`config.mk`:
```
export PLATFORM = sky130hd
export DESIGN_NAME = sr_receiver_flat
export DESIGN_NICKNAME = d
export VERILOG_FILES = /design/src/inc/sr_pkg.sv /design/src/inc/sr_link_if.sv /design/src/hw/sr_receiver.sv /design/src/flat_wrapper.sv
export SDC_FILE = /design/constraint.sdc
export NUM_CORES = 1
export LEC_CHECK = 0
export ABC_AREA = 0
export ABC_CLOCK_PERIOD_IN_PS = 2500
export CAP_MARGIN = 25
export CORE_UTILIZATION = 45
export DETAILED_ROUTE_END_ITERATION = 12
export DONT_BUFFER_PORTS = 1
export SYNTH_ARGS = -nofsm -noshare
export SYNTH_HDL_FRONTEND = slang
export SYNTH_SLANG_ARGS = --single-unit
export TNS_END_PERCENT = 100
```
`constraint.sdc`:
```
create_clock -name clk -period 2.5 [get_ports clk]
set_input_delay 0 -clock clk [delete_from_list [all_inputs] [get_ports clk]]
set_output_delay 0 -clock clk [all_outputs]
set_load 0.03 [all_outputs]
```
`src/inc/sr_pkg.sv`:
```
// Shared constants for the serial receiver and its transmitting station
package sr_pkg;
  // ==========================================================
  // Bit timing
  localparam int BASIC_DIV = 27;        // Clock cycles per basic clock pulse
  localparam int DIV_W = 5;
  localparam int TICKS_PER_BIT = 16;    // Basic pulses per bit
  localparam int MID_TICK = 8;          // Pulse on which a bit is latched
  localparam int BIT_CYCLES = BASIC_DIV * TICKS_PER_BIT;
  localparam int BITCNT_W = 9;
  localparam int FRAME_MAX = 12;

  // ==========================================================
  // Register byte offsets
  localparam logic [3:0] OFS_CTRL = 4'h0;
  localparam logic [3:0] OFS_STATUS = 4'h4;
  localparam logic [3:0] OFS_DATA = 4'h8;

  // ==========================================================
  // Control register fields
  localparam int CTL_RX_ENABLE = 0;
  localparam int CTL_RX_IRQ_ENABLE = 1;
  localparam int CTL_ID_WAIT = 2;
  localparam int CTL_SEVEN_BIT = 3;
  localparam int CTL_PARITY_ENABLE = 4;
  localparam int CTL_ODD_PARITY = 5;
  localparam int CTL_MULTIPROC = 6;
  localparam int CTL_TWO_STOP = 7;
  localparam logic [7:0] CTRL_RESET = 8'h00;

  // ==========================================================
  // Status register fields
  localparam int ST_FULL = 0;
  localparam int ST_OVERRUN = 1;
  localparam int ST_FRAMING = 2;
  localparam int ST_PARITY = 3;
  localparam int ST_MP_BIT = 4;
  localparam logic ST_FLAG_RESET = 1'b0;

  // ==========================================================
  // State machines
  typedef enum logic [4:0] {
    RX_IDLE = 5'b00001,
    RX_START = 5'b00010,
    RX_DATA = 5'b00100,
    RX_EXTRA = 5'b01000,
    RX_STOP = 5'b10000
  } sr_rx_state_t;

  typedef enum logic [1:0] {
    TX_IDLE = 2'b01,
    TX_SEND = 2'b10
  } sr_tx_state_t;
endpackage : sr_pkg

```
`src/inc/sr_link_if.sv`:
```
// Serial line between the transmitting station and the receiver
`timescale 1ns/100ps
`default_nettype none
interface sr_link_if;
  logic line; // Idle high, start bit low

  modport tx (output line);
  modport rx (input line);
endinterface : sr_link_if
`default_nettype wire

```
`src/hw/sr_receiver.sv`:
```
// Asynchronous serial receiver with multiprocessor ID filtering
//
// Overview of operation
// - Start edge syncs, shifts character, checks parity/stop
// - Overrun when full: set flag, keep data
// - Parity mismatch sets flag, data still stored
// - Stop bit zero sets framing flag, data stored
// - Any error flag with enable raises error request
// - Clean character stored, full set, full request
// - Errored character leaves full flag unchanged
// - Any error flag set blocks further reception
// - Software clears error and full flags to resume
// - Overrun plus other errors: all flags, discard
// - Framing plus parity: both flags, data stored
// - Multiprocessor bit one is ID, zero data
// - ID wait blocks transfer, errors and flags
// - ID character sets mp flag, ends wait
// - Multiprocessor format ignores parity enable setting
// - Transmitter sends its mp bit per character
// - Station compares ID, skips data on mismatch
// - Sixteen basic pulses per bit, start-edge aligned
// - Bits latched on eighth pulse, mid-bit
// - Receive disable keeps flags and data register
// - Length, parity, mp, stop count select format
`timescale 1ns/100ps
`default_nettype none
module sr_receiver (
  // System
  input wire logic clk,
  input wire logic rst,
  input wire logic ce,
  // Avalon-MM slave
  input wire logic [3:0] address,
  input wire logic read,
  input wire logic write,
  input wire logic [31:0] writedata,
  output logic [31:0] readdata,
  output logic waitrequest,
  // Interrupt requests
  output logic receiveErrorIrq,
  output logic receiveFullIrq,
  // Serial line
  sr_link_if.rx link
);
  // ========================================================
  // Line synchroniser, three stages with agreement filter
  logic sync1_r;
  logic sync2_r;
  logic sync3_r;
  logic lineFilt_r;
  logic linePrev_r;

  always_ff @(posedge clk) begin
    if (rst) begin
      sync1_r <= 1'b1;
      sync2_r <= 1'b1;
      sync3_r <= 1'b1;
      lineFilt_r <= 1'b1;
      linePrev_r <= 1'b1;
    end else if (ce) begin
      sync1_r <= link.line;
      sync2_r <= sync1_r;
      sync3_r <= sync2_r;
      if (sync2_r == sync3_r) begin
        lineFilt_r <= sync3_r;
      end
      linePrev_r <= lineFilt_r;
    end
  end

  // ========================================================
  // Registers
  logic [7:0] ctrl_r;
  logic full_r;
  logic ovr_r;
  logic frmFlag_r;
  logic parFlag_r;
  logic mpFlag_r;
  logic [7:0] data_r;
  logic wait_r;
  logic [31:0] rdata_r;
  logic errIrq_r;
  logic fullIrq_r;

  wire logic rxEnable = ctrl_r[sr_pkg::CTL_RX_ENABLE];
  wire logic irqEnable = ctrl_r[sr_pkg::CTL_RX_IRQ_ENABLE];
  wire logic idWait = ctrl_r[sr_pkg::CTL_ID_WAIT];
  wire logic sevenSel = ctrl_r[sr_pkg::CTL_SEVEN_BIT];
  wire logic mpFmt = ctrl_r[sr_pkg::CTL_MULTIPROC];
  wire logic parOn = ctrl_r[sr_pkg::CTL_PARITY_ENABLE] & ~mpFmt;
  wire logic anyErr = ovr_r | frmFlag_r | parFlag_r;
  wire logic rxGo = rxEnable & ~anyErr;

  // ========================================================
  // Basic clock and bit sampling
  sr_pkg::sr_rx_state_t state_r;
  logic [sr_pkg::DIV_W-1:0] basicCnt_r;
  logic [3:0] subCnt_r;
  logic [2:0] bitIdx_r;
  logic [7:0] shift_r;
  logic extra_r;

  wire logic startFall = linePrev_r & ~lineFilt_r;
  wire logic basicTick = (basicCnt_r == sr_pkg::DIV_W'(sr_pkg::BASIC_DIV - 1));
  wire logic [3:0] sampleAt = (state_r == sr_pkg::RX_START)
                              ? 4'(sr_pkg::MID_TICK - 1)
                              : 4'(sr_pkg::TICKS_PER_BIT - 1);
  wire logic sampleNow = basicTick & (subCnt_r == sampleAt);
  wire logic [2:0] lastIdx = sevenSel ? 3'h6 : 3'h7;

  // ========================================================
  // Character completion decode
  wire logic [7:0] rxChar = sevenSel ? {1'b0, shift_r[7:1]} : shift_r;
  wire logic done = sampleNow & (state_r == sr_pkg::RX_STOP);
  wire logic isId = mpFmt & extra_r;
  wire logic accept = done & (~idWait | isId);
  wire logic frErr = ~lineFilt_r;
  wire logic parErr = parOn & ((^rxChar ^ extra_r)
                               != ctrl_r[sr_pkg::CTL_ODD_PARITY]);
  wire logic setOvr = accept & full_r;
  wire logic setFrm = accept & frErr;
  wire logic setPar = accept & parErr;
  wire logic loadData = accept & ~full_r;
  wire logic setFull = loadData & ~frErr & ~parErr;
  wire logic idEnd = done & idWait & isId;

  // ========================================================
  // Bus decode
  wire logic busReq = read | write;
  wire logic wrTake = write & ~wait_r;
  wire logic ctrlWr = wrTake & (address == sr_pkg::OFS_CTRL);
  wire logic statWr = wrTake & (address == sr_pkg::OFS_STATUS);
  wire logic [31:0] statWord = {27'h0, mpFlag_r, parFlag_r, frmFlag_r,
                                ovr_r, full_r};
  wire logic [31:0] rdMux = (address == sr_pkg::OFS_CTRL) ? {24'h0, ctrl_r} :
                            (address == sr_pkg::OFS_STATUS) ? statWord :
                            (address == sr_pkg::OFS_DATA) ? {24'h0, data_r} :
                            32'h0;

  // Flag next values: a set in the clearing cycle wins
  wire logic full_nxt = setFull
                        | (full_r & ~(statWr & ~writedata[sr_pkg::ST_FULL]));
  wire logic ovr_nxt = setOvr
                       | (ovr_r & ~(statWr & ~writedata[sr_pkg::ST_OVERRUN]));
  wire logic clrFrm = statWr & ~writedata[sr_pkg::ST_FRAMING];
  wire logic clrPar = statWr & ~writedata[sr_pkg::ST_PARITY];
  wire logic frmFlag_nxt = setFrm | (frmFlag_r & ~clrFrm);
  wire logic parFlag_nxt = setPar | (parFlag_r & ~clrPar);

  // Receive sequencer; disabling aborts the frame only
  always_ff @(posedge clk) begin
    if (rst) begin
      state_r <= sr_pkg::RX_IDLE;
      basicCnt_r <= '0;
      subCnt_r <= 4'h0;
      bitIdx_r <= 3'h0;
      shift_r <= 8'h00;
      extra_r <= 1'b0;
    end else if (ce) begin
      basicCnt_r <= basicTick ? '0 : basicCnt_r + 1'b1;
      if (basicTick) begin
        subCnt_r <= sampleNow ? 4'h0 : subCnt_r + 4'h1;
      end
      case (state_r)
        sr_pkg::RX_IDLE: begin
          if (rxGo && startFall) begin
            basicCnt_r <= '0;
            subCnt_r <= 4'h0;
            state_r <= sr_pkg::RX_START;
          end
        end
        sr_pkg::RX_START: begin
          if (sampleNow) begin
            bitIdx_r <= 3'h0;
            state_r <= lineFilt_r ? sr_pkg::RX_IDLE : sr_pkg::RX_DATA;
          end
        end
        sr_pkg::RX_DATA: begin
          if (sampleNow) begin
            shift_r <= {lineFilt_r, shift_r[7:1]};
            bitIdx_r <= bitIdx_r + 3'h1;
            if (bitIdx_r == lastIdx) begin
              extra_r <= 1'b0;
              state_r <= (mpFmt | parOn) ? sr_pkg::RX_EXTRA : sr_pkg::RX_STOP;
            end
          end
        end
        sr_pkg::RX_EXTRA: begin
          if (sampleNow) begin
            extra_r <= lineFilt_r;
            state_r <= sr_pkg::RX_STOP;
          end
        end
        sr_pkg::RX_STOP: begin
          if (sampleNow) begin
            state_r <= sr_pkg::RX_IDLE;
          end
        end
        default: state_r <= sr_pkg::RX_IDLE;
      endcase
      if (!rxEnable) begin
        state_r <= sr_pkg::RX_IDLE;
      end
    end
  end

  // Status flags and data register
  always_ff @(posedge clk) begin
    if (rst) begin
      full_r <= sr_pkg::ST_FLAG_RESET;
      ovr_r <= sr_pkg::ST_FLAG_RESET;
      frmFlag_r <= sr_pkg::ST_FLAG_RESET;
      parFlag_r <= sr_pkg::ST_FLAG_RESET;
      mpFlag_r <= sr_pkg::ST_FLAG_RESET;
      data_r <= 8'h00;
    end else if (ce) begin
      full_r <= full_nxt;
      ovr_r <= ovr_nxt;
      frmFlag_r <= frmFlag_nxt;
      parFlag_r <= parFlag_nxt;
      if (accept && mpFmt) begin
        mpFlag_r <= extra_r;
      end
      if (loadData) begin
        data_r <= rxChar;
      end
    end
  end

  // Control register; hardware ends the ID wait
  always_ff @(posedge clk) begin
    if (rst) begin
      ctrl_r <= sr_pkg::CTRL_RESET;
    end else if (ce) begin
      if (ctrlWr) begin
        ctrl_r <= writedata[7:0];
      end else if (idEnd) begin
        ctrl_r[sr_pkg::CTL_ID_WAIT] <= 1'b0;
      end
    end
  end

  // Bus handshake: one wait cycle, then the access completes
  always_ff @(posedge clk) begin
    if (rst) begin
      wait_r <= 1'b1;
      rdata_r <= 32'h0;
    end else if (ce) begin
      wait_r <= ~(busReq & wait_r);
      if (read && wait_r) begin
        rdata_r <= rdMux;
      end
    end
  end

  // Interrupt requests as levels
  always_ff @(posedge clk) begin
    if (rst) begin
      errIrq_r <= 1'b0;
      fullIrq_r <= 1'b0;
    end else if (ce) begin
      errIrq_r <= irqEnable & anyErr;
      fullIrq_r <= irqEnable & full_r;
    end
  end

  assign readdata = rdata_r;
  assign waitrequest = wait_r;
  assign receiveErrorIrq = errIrq_r;
  assign receiveFullIrq = fullIrq_r;
endmodule : sr_receiver
`default_nettype wire

```
`src/flat_wrapper.sv`:
```
// flat-port wrapper written by rule: the top's interface ports become plain ports
module sr_receiver_flat 
  (clk, rst, ce, address, read, write, writedata, readdata, waitrequest, receiveErrorIrq, receiveFullIrq, link_line);
  sr_link_if link_i ();
  input wire logic clk;
  input wire logic rst;
  input wire logic ce;
  input wire logic [3:0] address;
  input wire logic read;
  input wire logic write;
  input wire logic [31:0] writedata;
  output logic [31:0] readdata;
  output logic waitrequest;
  output logic receiveErrorIrq;
  output logic receiveFullIrq;
  input wire logic [$bits(link_i.line)-1:0] link_line;
  assign link_i.line = link_line;
  sr_receiver u_core (.clk(clk), .rst(rst), .ce(ce), .address(address), .read(read), .write(write), .writedata(writedata), .readdata(readdata), .waitrequest(waitrequest), .receiveErrorIrq(receiveErrorIrq), .receiveFullIrq(receiveFullIrq), .link(link_i));
endmodule
```
==> out/qor.txt, run 1 <==
STATUS
----------------------------------------------------------------------------------------
Result of the run                                                           complete, no violations

DETAILED ROUTING
----------------------------------------------------------------------------------------
Total DRC errors in the routed layout                                                  0
Avg WL per Cell                                                                  14.5 µm
Per-cell via count in the routed design                                             5.33
Total iterations of the first detailed-routing run                                     4
Detailed-route via count                                                            2700
Number of nets with antenna violations after detailed routing                          0
Total Routed Length                                                              7.38 mm
First DRT Iteration DRCs                                                             148

GLOBAL ROUTE
----------------------------------------------------------------------------------------
Largest net degree at the start of global routing                                     49
Number of antenna violations at the first check in global routing                      0
First-pass GRT wire length                                                       12.4 mm
Number of global-route vias before repair                                           2547
Global router's overall resource usage                                             0.214
Total overflow reported by the global router                                           0

CLOCK TREE
----------------------------------------------------------------------------------------
Number of levels the H-tree was split into                                             3
Clock Root Buffer                                                               clkbuf_8
Number of sinks on the clock net                                                      63
Longest Clk Path Bufs                                                                  2
TritonCTS buffer count                                                                 9
Number of buffers inserted by post-CTS setup repair                                    0
Clock latency on the worst-skew pair                                             0.34 ns
Clock-pin transition on the worst setup and hold timing paths                    0.08 ns
TritonCTS clock tree                                                               built

WORST HOLD PATH
----------------------------------------------------------------------------------------
Min-Delay Path Class                                                           in -> reg
Instance count along the most critical hold path                                       3

FLOORPLANNING
----------------------------------------------------------------------------------------
Count of pins on the block boundary                                                   77
Die X                                                                            87.5 µm
Core box area                                                                   6910 µm²
Die area                                                                        7650 µm²
Die height                                                                       87.5 µm
Effective utilization at floorplan                                                 0.476
Rows                                                                                  30

LOGIC SYNTHESIS
----------------------------------------------------------------------------------------
Yosys top cell area share                                                          0.384
Synth top cells by count                                                    dfxtp_1 (63), nand2_1 (43), nor2_1 (39)
YS warnings                                                                            0
Top flip-flop cell by instance count after synthesis                             dfxtp_1
Cell types with the largest area share after synthesis                      dfxtp_1 (38%), mux2i_1 (9.1%), buf_4 (5.5%), nand2_1 (4.9%), nor2_1 (4.5%)
Netlist area before placement                                                   3290 µm²
Number of cells produced by synthesis                                                381
Post-synth EDFFs                                                                       0
Register area share after synthesis                                                0.384
Avg Synthesized Cell Area                                                       8.62 µm²
Most repeated cell in the gate-level netlist after synthesis                     dfxtp_1
Flops & latches, synth                                                                63
Distinct cell type count of the synthesized netlist                                   56
Share of flip-flops with an asynchronous set or reset                                  0
Largest area contributor in the netlist                                          dfxtp_1

TIMING
----------------------------------------------------------------------------------------
Final Cycle Share                                                                  0.945
WHS                                                                          0.000635 ns
Top achievable clock speed                                                       423 MHz
Actual transition at the worst max-transition pin                               0.783 ns
Minimum period implied by the final worst setup slack                            2.36 ns
Setup-failing EPs final                                                                0
Unrepaired setup endpoints after global routing                                    false
Final number of hold-violating endpoints                                               0
Max Transition Viols Final                                                             0
Clock Skews                                                                    0.0115 ns
Max transition margin                                                              0.476
Sum of negative setup slack                                                         0 ns

WORST SETUP PATH
----------------------------------------------------------------------------------------
Required arrival time at the worst endpoint                                      2.73 ns
Critical path endpoint category                                                 register
Critical Setup Path Class                                                     reg -> reg
End of the worst register-to-register path                                  u_core.subCnt_r[0]$_SDFFE_PP0P_
Worst reg2reg setup slack                                                        0.14 ns
Kind of start point of the critical path                                        register
Cells along the critical path                                               or3_1 > or3_4 > a21o_1 > nand4_1 > dlygate4sd3_1 > a21oi_1
Crit path from                                                              u_core.state_r[4]$_SDFFE_PP0P_
Start of the worst register-to-register path                                u_core.state_r[4]$_SDFFE_PP0P_
Crit path capture                                                           u_core.subCnt_r[0]$_SDFFE_PP0P_
Cell count of the worst reg-to-reg path                                                6
Arrival time of the worst setup path                                             2.60 ns
Cell with the biggest individual delay on the critical path                 dlygate4sd3_1
Biggest cell delay along the critical path                                       0.55 ns
Crit-path max FO                                                                       7

FINISH
----------------------------------------------------------------------------------------
Final layout net count                                                               452
Number of fillers in the final layout                                                665
Share of post-route cells with drive strength above 1                             0.0973
Final core area utilization                                                        0.553
Ant. Diodes                                                                            0
Synth-to-layout area growth                                                        16.2%

PLACE
----------------------------------------------------------------------------------------
Total half-perimeter wirelength after legalization and detailed placement        4.90 mm
Number of buffers inserted by port buffering                                           0
Routability congestion estimate                                                    0.804

PWR
----------------------------------------------------------------------------------------
Post-route total power                                                           2.26 mW
Static Leakage                                                                   1.41 nW
Pwr Density                                                                   592 nW/µm²
Peak VDD IR                                                                   0.000497 V

FLOW RUN
----------------------------------------------------------------------------------------
Number of max-cap violations                                                           0

-- per-layer routing --
metal	vias up	part of all wire	global-route usage
met1	1278	0.46	0.285
met3	11	0.042	0.0464
met4	0	0.018	0.0984
li1	1346	-	-
met2	65	0.48	0.330
met5	-	0	0
-- through the flow --
| stage | instance area (µm²) | setup slack [ns] | instances |
|---|---|---|---|
| 6_report | 3820 | 0.138 | 507 |
| 5_1_grt | 3820 | 0.0204 | 507 |
| 4_1_cts | 3810 | 0.144 | 507 |
| 3_5_place_dp | 3290 | 0.199 | 465 |
| 3_3_place_gp | 3290 | 0.211 | 465 |
| 2_1_floorplan | 3370 | 0.314 | 404 |
-- worst max-delay path, delay by kind of cell (launching register included) --
family / cells / cell delay (ns)
DFF: 1 / 0.38
AOI/OAI and AO/OA: 2 / 0.29
buffers and inverters: 1 / 0.55
and+or+nand+nor: 3 / 1.04
-- sequential cells by signal (all words and copies together), names as in the netlist, 3 cells and up --
signal and flops:
u_core.shift_r 8, u_core.subCnt_r 4, u_core.state_r 5, u_core.data_r 8, u_core.basicCnt_r 5, u_core.ctrl_r 8
u_core.readdata 8, u_core.bitIdx_r 3
-- area by class of cell --
class                   count  area (µm²)  area share
clock buffers               9         124      0.0324
clock inverters             7         120      0.0315
inverters                   4        15.0     0.00393
multi-input cells         291        1830       0.478
flip-flops and latches     63        1260       0.330
well taps                  96         120      0.0315
repair buffers             37         353      0.0924
-- cell usage in the layout, fill, tap and decap left out, types with 3 or more instances in the layout --
cell	count
inv_1	3
xnor2_1	9
o211ai_1	4
nand2_1	43
mux2i_1	30
a211oi_1	7
conb_1	24
buf_4	11
bufinv_16	3
dfxtp_1	63
dlygate4sd3_1	25
or3_1	5
a211oi_2	3
nand3b_1	4
and3_1	5
ha_1	4
a21oi_1	22
nand3_1	9
clkbuf_8	9
nor3_1	6
xor2_1	5
nand4_1	4
nor2_1	39
nand2b_1	6
a22oi_1	7
nor2b_1	4
o21ai_0	18
-- kinds of logic (layout without fill, tap and decap cells) --
logic type               count (synthesis)  in the layout  synth area share
AND/OR/NAND/NOR                        139            139             0.206
AO/OA/AOI/OAI                           77             77             0.161
flip-flops                              63             63             0.384
other                                    1             24           0.00114
XOR/XNOR                                15             15            0.0442
adder cells (fa/ha/maj)                  4              4            0.0152
buffers and inverters                   50             57            0.0902
multiplexers                            32             32            0.0982
-- power breakdown --
| part | leakage, nW | total, mW | internal (mW) | switching [mW] |
|---|---|---|---|---|
| sequential | 0.509 | 1.02 | 1.01 | 0.00898 |
| clock | 0.120 | 1.10 | 0.666 | 0.438 |
| combinational | 0.780 | 0.137 | 0.0408 | 0.0960 |
| total | 1.41 | 2.26 | 1.72 | 0.543 |
-- how the worst min path moves through the flow --
| stage | slack, ns | startpoint | to |
|---|---|---|---|
| after floorplan | 0.13 | link_line | u_core.sync1_r$_SDFFE_PP1P_ |
| after global placement | 0.08 | rst | u_core.subCnt_r[0]$_SDFFE_PP0P_ |
| after detailed placement | 0.08 | rst | u_core.data_r[6]$_SDFFE_PP0P_ |
| after CTS | 0.0004 | address[2] | u_core.readdata[0]$_SDFFE_PP0P_ |
| after global routing | 0.05 | address[2] | u_core.readdata[0]$_SDFFE_PP0P_ |
| final | 0.0006 | address[2] | u_core.readdata[3]$_SDFFE_PP0P_ |
-- what timing repair did --
action | 4_1_cts | 5_1_grt
setup endpoints to repair | 0 | 7
endpoints found under the hold margin | 62 | 0
hold buffers | 26 | 0
gates resized for setup | 0 | 2
Power figures use the tool's default switching activity.
==> run 2, diff against run 1 <==
--- a/config.mk
+++ b/config.mk
@@ -5,12 +5,15 @@
 export SDC_FILE = /design/constraint.sdc
 export NUM_CORES = 1
 export LEC_CHECK = 0
-export ABC_AREA = 0
+export ABC_AREA = 1
 export ABC_CLOCK_PERIOD_IN_PS = 2500
 export CAP_MARGIN = 25
+export CELL_PAD_IN_SITES_DETAIL_PLACEMENT = 0
+export CELL_PAD_IN_SITES_GLOBAL_PLACEMENT = 1
 export CORE_UTILIZATION = 45
 export DETAILED_ROUTE_END_ITERATION = 12
 export DONT_BUFFER_PORTS = 1
+export PLACE_DENSITY_LB_ADDON = 0.1
 export SYNTH_ARGS = -nofsm -noshare
 export SYNTH_HDL_FRONTEND = slang
 export SYNTH_SLANG_ARGS = --single-unit
==> out/qor.txt, run 2 <==
STATUS
----------------------------------------------------------------------------------------
Result of the run                                                           complete, no violations

LOGIC SYNTHESIS
----------------------------------------------------------------------------------------
Cell types with the largest area share after synthesis                      dfxtp_1 (37%), nand2_1 (12%), a21oi_1 (7.1%), o21ai_0 (6.7%), inv_1 (5.9%)
Register area share after synthesis                                                0.366   -0.0180
Avg Synthesized Cell Area                                                       7.01 µm²   -19%
Netlist area before placement                                                   3450 µm²   +4.9%
Synth top cells by count                                                    nand2_1 (106), dfxtp_1 (63), inv_1 (54)
Largest area contributor in the netlist                                          dfxtp_1
Yosys top cell area share                                                          0.366   -0.0180
Most repeated cell in the gate-level netlist after synthesis                     nand2_1
YS warnings                                                                            0   unchanged
Top flip-flop cell by instance count after synthesis                             dfxtp_1
Flops & latches, synth                                                                63   unchanged
Post-synth EDFFs                                                                       0   unchanged
Distinct cell type count of the synthesized netlist                                   43   -23%
Number of cells produced by synthesis                                                492   +29%
Share of flip-flops with an asynchronous set or reset                                  0   unchanged

PWR
----------------------------------------------------------------------------------------
Sw Share                                                                           0.292   +0.0522
Pwr Density                                                                   539 nW/µm²   -8.8%
Peak VDD IR                                                                   0.000286 V   -43%
Combinational power share                                                          0.090   +0.029
Relative contribution of the clock network to total power                          0.387   -0.102
Sequential share of power                                                          0.523   +0.072
Internal Dissipation                                                             1.44 mW   -16%
Switching Power                                                                   594 µW   +9.4%
Static Leakage                                                                   1.62 nW   +15%

TIMING
----------------------------------------------------------------------------------------
Actual transition at the worst max-transition pin                               0.832 ns   +0.0489 ns
Sum of negative setup slack                                                         0 ns   unchanged
Minimum period implied by the final worst setup slack                            2.32 ns   -0.0425 ns
Top achievable clock speed                                                       431 MHz   +1.8%
Final Cycle Share                                                                  0.928   -0.0170
Clock Skews                                                                    0.0133 ns   +0.00177 ns
Worst setup margin                                                              0.180 ns   +0.0425 ns
Max Transition Viols Final                                                             0   unchanged
WHS                                                                            0.0521 ns   +0.0515 ns
Unrepaired setup endpoints after global routing                                    false
Setup-failing EPs final                                                                0   unchanged
Max transition margin                                                              0.443   -0.0327
Final number of hold-violating endpoints                                               0   unchanged

CLOCK TREE
----------------------------------------------------------------------------------------
TritonCTS clock tree                                                               built
Longest Clk Path Bufs                                                                  2   unchanged
Number of sinks on the clock net                                                      63   unchanged
Clock-pin transition on the worst setup and hold timing paths                    0.08 ns   about the same
Clock latency on the worst-skew pair                                             0.36 ns   +0.02 ns
TritonCTS buffer count                                                                 9   unchanged
Clock Root Buffer                                                               clkbuf_8
Number of levels the H-tree was split into                                             3   unchanged

GLOBAL ROUTE
----------------------------------------------------------------------------------------
Top Usage Layer GRT                                                                 met2
Global Route met2 Usage                                                            0.384   +0.0535
Number of antenna violations at the first check in global routing                      0   unchanged
First-pass GRT wire length                                                       13.3 mm   +7.0%
Met1 track demand over resource                                                    0.275   -0.0107
Met3 track demand over resource in global routing                                 0.0379   -0.00859
Total overflow reported by the global router                                           0   unchanged
Number of global-route vias before repair                                           2837   +11%
Global router's overall resource usage                                             0.222   +0.00766
Largest net degree at the start of global routing                                     30   -39%

WORST SETUP PATH
----------------------------------------------------------------------------------------
Critical path endpoint category                                                 register
Worst reg2reg setup slack                                                        0.18 ns   +0.04 ns
Arrival time of the worst setup path                                             2.62 ns   +0.02 ns
Crit-path max FO                                                                      18   +11
Worst path bufs/invs                                                                   2   +1
Cell seen most often among critical-path stages                                   nor2_4
Required arrival time at the worst endpoint                                      2.80 ns   +0.07 ns
Cells along the critical path                                               inv_1 > ha_1 > nand2_1 > nor2_4 > nand3_2 > nor2_4 > nand2_4 > nor2_8 > nand2_2 > a21oi_2 > dlygate4sd3_1
Crit path capture                                                           u_core.bitIdx_r[1]$_SDFFE_PP0P_
Stages on worst setup path                                                            11   +5
Kind of start point of the critical path                                        register
Biggest cell delay along the critical path                                       0.56 ns   about the same
Critical Setup Path Class                                                     reg -> reg
Crit path max-delay family                                                  simple AND/OR/NAND/NOR gates
Cell with the biggest individual delay on the critical path                 dlygate4sd3_1
End of the worst register-to-register path                                  u_core.bitIdx_r[1]$_SDFFE_PP0P_
Start of the worst register-to-register path                                u_core.basicCnt_r[0]$_SDFFE_PP0P_
Crit path from                                                              u_core.basicCnt_r[0]$_SDFFE_PP0P_
Cell count of the worst reg-to-reg path                                               11   +5

DETAILED ROUTING
----------------------------------------------------------------------------------------
Per-cell via count in the routed design                                             5.09   -4.4%
Number of nets with antenna violations after detailed routing                          0   unchanged
Total Routed Length                                                              8.31 mm   +13%
Avg WL per Cell                                                                  13.6 µm   -6.3%
First DRT Iteration DRCs                                                             123   -17%
Detailed-route via count                                                            3106   +15%
Total iterations of the first detailed-routing run                                     4   unchanged
Total DRC errors in the routed layout                                                  0   unchanged

FINISH
----------------------------------------------------------------------------------------
Share of post-route cells with drive strength above 1                             0.0763   -0.0210
Top library cells by usage in the layout, fill and taps aside               nand2_1 (106), dfxtp_1 (63), inv_1 (54)
Multi-input gate area in the final layout                                       1790 µm²   -2.1%
Synth-to-layout area growth                                                        9.26%
Sequential cell area                                                            1260 µm²   unchanged
Final layout net count                                                               552   +22%
Number of fillers in the final layout                                                742   +12%
Ant. Diodes                                                                            0   unchanged
Most frequent standard cell in the layout excluding fill and tap cells           nand2_1

FLOORPLANNING
----------------------------------------------------------------------------------------
Die height                                                                       89.5 µm   +2.4%
Rows                                                                                  31   +3.3%
Die X                                                                            89.5 µm   +2.4%
Die area                                                                        8010 µm²   +4.8%
Count of pins on the block boundary                                                   77   unchanged
Core box area                                                                   7330 µm²   +6.1%
Effective utilization at floorplan                                                 0.470   -0.00551

PLACE
----------------------------------------------------------------------------------------
Worst setup slack before clock tree synthesis                                   0.515 ns   +0.316 ns
Total half-perimeter wirelength after legalization and detailed placement        5.67 mm   +16%
Number of buffers inserted by port buffering                                           0   unchanged
Routability congestion estimate                                                    0.821   +2.1%

WORST HOLD PATH
----------------------------------------------------------------------------------------
Min-Delay Path Class                                                           in -> reg

FLOW RUN
----------------------------------------------------------------------------------------
Number of max-cap violations                                                           0   unchanged

==> run 2: kinds of logic after synthesis <==
group	count (synthesis)	share of synthesized area
simple gates	196	0.262
compound gates	127	0.210
buf+inv	99	0.141
flops	63	0.366
fa+ha+maj	4	0.0145
xor+xnor	2	0.00508
other cells	1	0.00109
==> run 2: layout make-up <==
cell class / instances / share of cell area
clock inverter: 5 / 0.00930
timing repair buffer: 21 / 0.0558
clock buffer: 11 / 0.0349
sequential: 63 / 0.335
inverter: 58 / 0.0578
tap: 99 / 0.0329
multi-input combinational: 353 / 0.474
==> run 2: worst register-to-register path: stages, from the launching register on <==
cell,delay [ns]
dfxtp_1,0.33
inv_1,0.08
ha_1,0.16
nand2_1,0.09
nor2_4,0.14
nand3_2,0.13
nor2_4,0.24
nand2_4,0.11
nor2_8,0.23
nand2_2,0.08
a21oi_2,0.12
dlygate4sd3_1,0.56
==> run 2: metrics by stage <==
stage | cells | total power [mW] | instance area [µm²] | util
2_1_floorplan | 515 | 1.25 | 3530 | -
3_3_place_gp | 575 | 1.23 | 3400 | 0.464
3_5_place_dp | 575 | 1.23 | 3400 | 0.464
4_1_cts | 609 | 2.03 | 3750 | 0.512
5_1_grt | 610 | 2.12 | 3770 | 0.514
6_report | 610 | 2.03 | 3770 | 0.514
==> run 2: how the worst min path moves through the flow <==
stage,from,endpoint,slack (ns),cells after the start
floorplan,link_line,u_core.sync1_r$_SDFFE_PP1P_,0.13,2
global placement,rst,u_core.bitIdx_r[1]$_SDFFE_PP0P_,0.07,1
global route,write,u_core.parFlag_r$_SDFFE_PP0P_,0.09,3
CTS,write,u_core.ovr_r$_SDFFE_PP0P_,0.05,3
detailed placement,rst,u_core.bitIdx_r[1]$_SDFFE_PP0P_,0.07,1
finish,write,u_core.ovr_r$_SDFFE_PP0P_,0.05,3
==> run 2: power by group through the flow <==
stage,combinational (mW),sequential [mW],clock [mW]
final,0.183,1.06,0.786
after global routing,0.204,1.07,0.849
after CTS,0.180,1.06,0.790
after detailed placement,0.145,1.08,0
after global placement,0.143,1.08,0
after floorplan,0.165,1.08,0
==> run 2: repair_timing <==
item | in CTS | in global routing
hold buffers | 18 | 0
setup buffers | 0 | 0
hold endpoints to repair | 48 | 0
resized for setup | 0 | 0
==> run 2: layer usage <==
| metal | vias to the layer above | part of all wire |
|---|---|---|
| met1 | 1430 | 0.48 |
| met3 | 13 | 0.027 |
| li1 | 1623 | - |
| met5 | - | 0 |
| met4 | 0 | 0.016 |
| met2 | 40 | 0.48 |
